**config.mk**
```make
export PLATFORM = sky130hd
export DESIGN_NAME = rds_top
export DESIGN_NICKNAME = d
export VERILOG_FILES = /design/src/core/rds_sync.v /design/src/core/rds_top.v
export VERILOG_INCLUDE_DIRS = /design/src /design/src/core
export SDC_FILE = /design/constraint.sdc
export NUM_CORES = 1
export LEC_CHECK = 0
export BUFFER_PORTS_ARGS = -buffer_cell sky130_fd_sc_hd__buf_2
export CELL_PAD_IN_SITES_DETAIL_PLACEMENT = 2
export CELL_PAD_IN_SITES_GLOBAL_PLACEMENT = 2
export CORE_ASPECT_RATIO = 0.9
export CORE_MARGIN = 2
export CORE_UTILIZATION = 35
export CTS_BUF_LIST = sky130_fd_sc_hd__clkbuf_8
export CTS_CLUSTER_DIAMETER = 150
export DETAILED_ROUTE_END_ITERATION = 12
export PLACE_DENSITY_LB_ADDON = 0.1
export SETUP_SLACK_MARGIN = 0.5
export SYNTH_ARGS = -nofsm -noshare
export SYNTH_HDL_FRONTEND = slang
export SYNTH_SLANG_ARGS = --single-unit
```
**constraint.sdc**
```tcl
create_clock -name clk -period 2.4 [get_ports clk]
set_input_delay 0.72 -clock clk [delete_from_list [all_inputs] [get_ports clk]]
set_output_delay 0.72 -clock clk [all_outputs]
set_load 0.03 [all_outputs]
```
**src/core/rds_defines.vh**
```
/*
 * Constants for the reset domain sequencer: modes, timing counts, strap defaults.
 * Assumes a 125 MHz core-side clock and a slow RTC-side clock sampled as a plain input.
 */
`ifndef RDS_DEFINES_VH
`define RDS_DEFINES_VH
`define RDS_MODE_W        2
`define RDS_MODE_OFF      2'h0
`define RDS_MODE_NORMAL   2'h1
`define RDS_MODE_SLEEP    2'h2
`define RDS_MODE_RETAIN   2'h3
`define RDS_SYNC_STAGES   2
`define RDS_BK_REL_EDGES  3'h2
`define RDS_STRAP_RESET   1'h1
`endif

```
**src/core/rds_sync.v**
```verilog
/*
 * Two-flop level synchronizer with constant reset value.
 * Assumes d comes from outside the clk domain.
 */
`timescale 1ns/1ps
module rds_sync
#(
  parameter RST_VAL = 1'b0
)
(
  input  wire clk, // Sampling clock
  input  wire rst, // Async reset, active high
  input  wire d,   // Asynchronous level
  output wire q    // Synchronized level
);
  reg meta_q;
  reg sync_q;
  // First stage is read only by the second
  always @(posedge clk or posedge rst)
  begin
    if (rst)
    begin
      meta_q <= RST_VAL;
      sync_q <= RST_VAL;
    end
    else
    begin
      meta_q <= d;
      sync_q <= meta_q;
    end
  end
  assign q = sync_q;
endmodule

```
**src/core/rds_top.v**
```verilog
/*
 * Reset domain sequencer: core reset combining, backup reset, supply select, mode.
 * Assumes monitor flags are asynchronous levels; RTC clock is sampled as a plain input.
 */
`timescale 1ns/1ps
`include "rds_defines.vh"
module rds_top
(
  input  wire       clk,              // 125 MHz clock
  input  wire       rst,              // Async reset, active high
  input  wire       io_low,           // IO supply below 1.7V
  input  wire       conv_in_low,      // converter_input_monitor below 1.2V
  input  wire       bypass_mode,      // Converter bypass operation
  input  wire       core_low,         // Core below 90% of target
  input  wire       backup_low,       // backup_supply_monitor below 0.6V
  input  wire       ext_reset_n,      // External reset pin, active low
  input  wire       sw_reset,         // Firmware software reset
  input  wire       wdog_reset,       // Watchdog reset output
  input  wire       rtc_soft_reset,   // Firmware RTC soft reset
  input  wire       main_present,     // Main supply present
  input  wire       io_present,       // IO supply present
  input  wire       bat_present,      // battery_backup_supply present
  input  wire       sleep_req,        // Firmware sleep request
  input  wire       rtc_clk,          // 32.768 kHz RTC clock
  input  wire       rtc_ext_sel,      // 1: external digital clock
  input  wire       strap_boot,       // Boot selection strap
  input  wire       strap_if,         // Interface selection strap
  output reg        core_rst_q,       // Core domain reset
  output reg        backup_rst_q,     // Backup domain reset
  output reg        backup_from_io_q, // 1: backup from IO, 0: battery
  output reg        core_power_on_q,  // Baseband, RF, CPU powered
  output reg        rtc_run_q,        // RTC timekeeping running
  output reg        ram_retain_q,     // Retention RAM holds data
  output reg [1:0]  mode_q,           // Operating mode
  output reg        rtc_osc_ext_q,    // RTC source select
  output reg        strap_boot_q,     // Latched boot strap
  output reg        strap_if_q        // Latched interface strap
);
  wire [12:0] s;
  wire [12:0] raw;
  // Pin bundle order: 0 converter monitor, 1 core monitor, 2 backup monitor,
  // 3 reset pin (low means request), 4 software reset, 5 watchdog, 6 RTC soft reset,
  // 7 main present, 8 IO present, 9 battery present, 10 sleep, 11 RTC clock,
  // 12 RTC source select. Pins enter raw, with no gate in front of the flops.
  // Flop reset value 0 reads as supply absent and reset pin asserted, so the
  // core stays held until the first real samples arrive.
  assign raw = {rtc_ext_sel, rtc_clk, sleep_req, bat_present, io_present, main_present,
                rtc_soft_reset, wdog_reset, sw_reset, ext_reset_n, backup_low, core_low,
                conv_in_low};
  // Every pin passes two flops before use,
  // so no logic ever reads a pin straight from the package
  genvar gi;
  generate
    for (gi = 0; gi < 13; gi = gi + 1)
    begin : g_sync
      rds_sync #(.RST_VAL(1'b0)) u_sync
      (
        .clk (clk),
        .rst (rst),
        .d   (raw[gi]),
        .q   (s[gi])
      );
    end
  endgenerate
  wire io_low_s;
  rds_sync #(.RST_VAL(1'b1)) u_io
  (
    .clk (clk),
    .rst (rst),
    .d   (io_low),
    .q   (io_low_s)
  );
  wire bypass_s;
  wire strap_boot_s;
  wire strap_if_s;
  // Bypass is synchronised on its own so the AND below sees two settled levels
  rds_sync #(.RST_VAL(1'b0)) u_byp
  (
    .clk (clk),
    .rst (rst),
    .d   (bypass_mode),
    .q   (bypass_s)
  );
  // Straps idle high, so their flops reset to the pulled-up level
  rds_sync #(.RST_VAL(1'b1)) u_strap_boot
  (
    .clk (clk),
    .rst (rst),
    .d   (strap_boot),
    .q   (strap_boot_s)
  );
  rds_sync #(.RST_VAL(1'b1)) u_strap_if
  (
    .clk (clk),
    .rst (rst),
    .d   (strap_if),
    .q   (strap_if_s)
  );
  // One term per core source, except the firmware and supply-present terms that cover two each; the converter monitor only counts in bypass operation
  wire req_io   = io_low_s;
  wire req_conv = s[0] & bypass_s;
  wire req_core = s[1];
  wire req_bk   = s[2];
  wire req_pin  = ~s[3];
  wire req_fw   = s[4] | s[5];
  wire req_pwr  = ~s[7] | ~s[8];
  // Any single source is enough to hold the core
  wire core_req = req_io | req_conv | req_core | req_bk | req_pin | req_fw | req_pwr;
  // Release stretch: a request sets both stages at once, and reset falls only on the
  // third clean edge. Assertion also waits for the input synchronisers, a three-edge
  // latency traded for a glitch-free reset that never reads a raw pin.
  reg [1:0] crel_q;
  always @(posedge clk or posedge rst)
  begin
    if (rst)
      crel_q <= 2'h3;
    else if (core_req)
      crel_q <= 2'h3;
    else
      crel_q <= {crel_q[0], 1'b0};
  end
  always @(posedge clk or posedge rst)
  begin
    if (rst)
      core_rst_q <= 1'b1;
    else
      core_rst_q <= core_req | crel_q[1];
  end
  // Backup domain: powered when IO or battery is present. With the battery in place
  // bk_pwr never drops, so supply changes on the core side cannot reach this reset.
  // A rise of bk_pwr is the first-power event that forces one reset pass.
  wire bk_pwr = s[8] | s[9];
  reg  bk_pwr_q;
  reg  rtc_prev_q;
  reg  [2:0] bk_cnt_q;
  wire rtc_rise = s[11] & ~rtc_prev_q;
  wire bk_req = s[2] | s[6] | ~bk_pwr | (bk_pwr & ~bk_pwr_q);
  // The RTC clock is sampled as data; a new request restarts the edge count
  // Release counted only on RTC edges, core state plays no part
  always @(posedge clk or posedge rst)
  begin
    if (rst)
    begin
      bk_pwr_q     <= 1'b0;
      rtc_prev_q   <= 1'b0;
      bk_cnt_q     <= 3'h0;
      backup_rst_q <= 1'b1;
    end
    else
    begin
      bk_pwr_q   <= bk_pwr;
      rtc_prev_q <= s[11];
      if (bk_req)
      begin
        bk_cnt_q     <= 3'h0;
        backup_rst_q <= 1'b1;
      end
      else if (rtc_rise && backup_rst_q)
      begin
        if (bk_cnt_q == `RDS_BK_REL_EDGES)
          backup_rst_q <= 1'b0;
        else
          bk_cnt_q <= bk_cnt_q + 3'h1;
      end
    end
  end
  // Supply select and mode
  // Sleep needs main and IO; without them only the battery keeps retention alive
  reg [1:0] mode_d;
  always @*
  begin
    if (s[7] && s[8])
      mode_d = s[10] ? `RDS_MODE_SLEEP : `RDS_MODE_NORMAL;
    else if (s[9])
      mode_d = `RDS_MODE_RETAIN;
    else
      mode_d = `RDS_MODE_OFF;
  end
  always @(posedge clk or posedge rst)
  begin
    if (rst)
    begin
      mode_q           <= `RDS_MODE_OFF;
      backup_from_io_q <= 1'b0;
      core_power_on_q  <= 1'b0;
      rtc_run_q        <= 1'b0;
      ram_retain_q     <= 1'b0;
      rtc_osc_ext_q    <= 1'b0;
    end
    else
    begin
      mode_q           <= mode_d;
      backup_from_io_q <= s[8] & ~io_low_s;
      // Core islands are powered in normal mode only
      case (mode_d)
        `RDS_MODE_NORMAL: core_power_on_q <= 1'b1;
        `RDS_MODE_SLEEP:  core_power_on_q <= 1'b0;
        `RDS_MODE_RETAIN: core_power_on_q <= 1'b0;
        default:          core_power_on_q <= 1'b0;
      endcase
      rtc_run_q        <= bk_pwr & ~backup_rst_q;
      ram_retain_q     <= bk_pwr & ~backup_rst_q;
      rtc_osc_ext_q    <= s[12];
    end
  end
  // Straps caught while the core is held, not under async reset. Capture stops once
  // the core runs but resumes at every later core reset, so strap pins used as general
  // IO can change the captured configuration only while the core is held again.
  always @(posedge clk or posedge rst)
  begin
    if (rst)
    begin
      strap_boot_q <= `RDS_STRAP_RESET;
      strap_if_q   <= `RDS_STRAP_RESET;
    end
    else if (core_rst_q)
    begin
      strap_boot_q <= strap_boot_s;
      strap_if_q   <= strap_if_s;
    end
  end
endmodule

```
==> out/qor.yml <==
timing:
  rsz0062_at_grt: "no"
  setup_viol: 0
  whs_ns: 0.355
  skew_ns: 0.00490
  setup_slack_ns: 0.598
  final-hold-violation-count: 0
  drv_slew: 0
  post-route-period-util_pct: 75.1
  finalCriticalPeriod_ns: 1.80
  fmax_ghz: 0.555
  tns_ns: 0
  tightestPinTransition_ns: 0.641
  relSlewSlack_pct: 57.2
setup_path:
  cp.arrival_ns: 1.08
  worstSetupEndpointType: "output port"
  cp_slowest_stage_delay_ns: 0.58
  path_cells: "buf_2"
  path_buf_inv: 1
  path_max_fanout: 5
  critPathLaunchType: "flop"
  worst_path_dominant_cell_family: "flip-flops"
  timing_worst_setup_path_type: "reg2out"
  cp_data_required_time_ns: 1.68
  slowest_stage: "dfstp_2"
routing:
  vias: 791
  ant_nets: 0
  dr.pass1.iters: 4
  drt-initial-drc-count: 25
  drc: 0
  wire_per_inst_um: 12.1
  via_per_inst: 4.25
  wirelength_um: 2250
final_layout:
  multiInputGateArea_um2: 239
  final_design_area_no_fill_um2: 1870
  seq_area_um2: 1290
  num_antenna_cells: 0
  nFillCells: 419
  layout-drive-gt1-share_pct: 42.9
  fin_util_pct: 45.0
  final_cells: 186
  nets: 146
  syn2layout_area_growth_pct: 21.1
global_routing:
  track_usage_pct: 11.2
  grt_pass1_wl_um: 3990
  antenna_found_initial: 0
  grt_pass1_vias: 847
  globalRouteOverflowTotal: 0
  grt_max_degree: 31
logic_synthesis:
  ys.warnings.count: 0
  syn_area_per_cell_um2: 17.4
  synth.most_common_cell: "dfrtp_1"
  synth_area_leaders: "dfrtp_1 (63%), dfstp_2 (20%), ha_1 (1.6%), mux2_2 (1.5%), nor2_1 (1.2%)"
  yosysSeqAreaShare_pct: 83.6
  synth_top_cell_area_share_pct: 63.2
  synth_largest_area_cell: "dfrtp_1"
  async_flop_share_pct: 100
  synth_edf_count: 0
  syn-instance-count: 89
  ys_seq_elements: 51
  syn-cell-area_um2: 1550
  syn_nets: 110
  netlist_top_cells_count: "dfrtp_1 (39), dfstp_2 (12), nor2_1 (5)"
  synth.distinct_cells: 23
  synthFlopType: "dfrtp_1"
placed_design:
  place_inst: 178
  pre_cts_ws_ns: 0.920
  finalWeightedCongestion: 0.644
  dp_hpwl_um: 1620
  place_area_um2: 1780
  io_buffers: 29
die:
  initial_core_util_pct: 37.2
  ioPinCount: 30
  die_area_um2: 4960
  die_w_um: 74.0
  std_cell_rows: 22
  dieHeight_um: 67.0
  coreArea_um2: 4160
hold_path:
  hp-class: "reg2reg"
clock_tree:
  cts_hold_buf: 0
  cts_sinks: 51
  cts-buffers-inserted: 5
  cts_resized: 0
  clockRootBuffer: "clkbuf_8"
  postCtsSetupBuffers: 0
  clock_path_buffers: 2
  clock_latency_ns: 0.29
  htreeDepth: 2
  cts_tree: "yes"
  path_clk_slew_ns: 0.09
power:
  total_power_mw: 1.46
  p_leak_nw: 0.856
  p_per_area_nw_per_um2: 781
  peakVddDrop_mv: 0.464
job:
  drv_cap: 0
status:
  status: "finished, final reports clean"
## worst paths after layout
path                            cells after the start                         startpoint  slack, ns                            to
worst max-delay path                                1           backup_rst_q$_DFFE_PP1P_       0.60                  backup_rst_q
worst min-delay path                                0  g_sync[4].u_sync.meta_q$_DFF_PP0_       0.36  g_sync[4].u_sync.q$_DFF_PP0_
min in group asynchronous                           2                                rst       0.50           mode_q[1]$_DFF_PP0_
worst min register to register                      0  g_sync[4].u_sync.meta_q$_DFF_PP0_       0.36  g_sync[4].u_sync.q$_DFF_PP0_
max in group asynchronous                           3                                rst       1.32           crel_q[0]$_DFF_PP1_
worst max register to register                      5            bk_cnt_q[0]$_DFFE_PP0P_       1.00       bk_cnt_q[0]$_DFFE_PP0P_
## logic make-up after synthesis
group / count (synthesis) / synth area share, %
AOI/OAI and AO/OA: 5 / 1.94
adders and majority gates: 2 / 1.62
and+or+nand+nor: 25 / 9.80
muxes: 3 / 2.11
DFF: 51 / 83.6
buffers and inverters: 3 / 0.972
## power breakdown
part           leakage, nW  switching, mW  total, mW  internal [mW]
Clock               0.0460          0.267      0.472          0.205
Combinational        0.218         0.0454     0.0725         0.0271
Sequential           0.592         0.0138      0.916          0.902
## cell type report
class / instances / share of cell area [%]
clock inverter: 3 / 1.07
sequential: 51 / 69.0
clock buffer: 5 / 3.68
timing repair buffer: 30 / 8.83
multi-input combinational: 35 / 12.8
tap: 60 / 4.01
inverter: 2 / 0.602
## cells in the final DEF (no fill, tap or decap), drive strengths merged
| cell type | n |
|---|---|
| dfrtp | 39 |
| buf | 30 |
| dfstp | 12 |
| nor2 | 5 |
| clkbuf | 5 |
| nand2 | 4 |
| inv | 3 |
| or2 | 3 |
| nand4b | 2 |
| o21ai | 2 |
| nand3 | 2 |
| clkinvlp | 2 |
| nor2b | 2 |
| nand3b | 2 |
| nor3b | 2 |
| mux2 | 2 |
| ha | 2 |
| nor4b | 1 |
| a21o | 1 |
| or3 | 1 |
| a21oi | 1 |
| o21bai | 1 |
| mux2i | 1 |
| and2b | 1 |
## state kept, by name, indices dropped and copies added, names as in the netlist, 2 cells and up
signal and cells:
bk_cnt_q 3, g_sync.u_sync.meta_q 13, mode_q 2, crel_q 2
g_sync.u_sync.q 13
## routing by layer
layer / wire, um / part of all wire (%) / global-route usage (%) / vias to the layer above
met3: 125 / 5.6 / 5.90 / 2
met1: 949 / 42 / 13.4 / 409
met5: 0 / 0 / 0 / -
li1: - / - / - / 362
met2: 1160 / 52 / 17.3 / 18
met4: 13 / 0.58 / 3.41 / 0
Power figures use the tool's default switching activity.
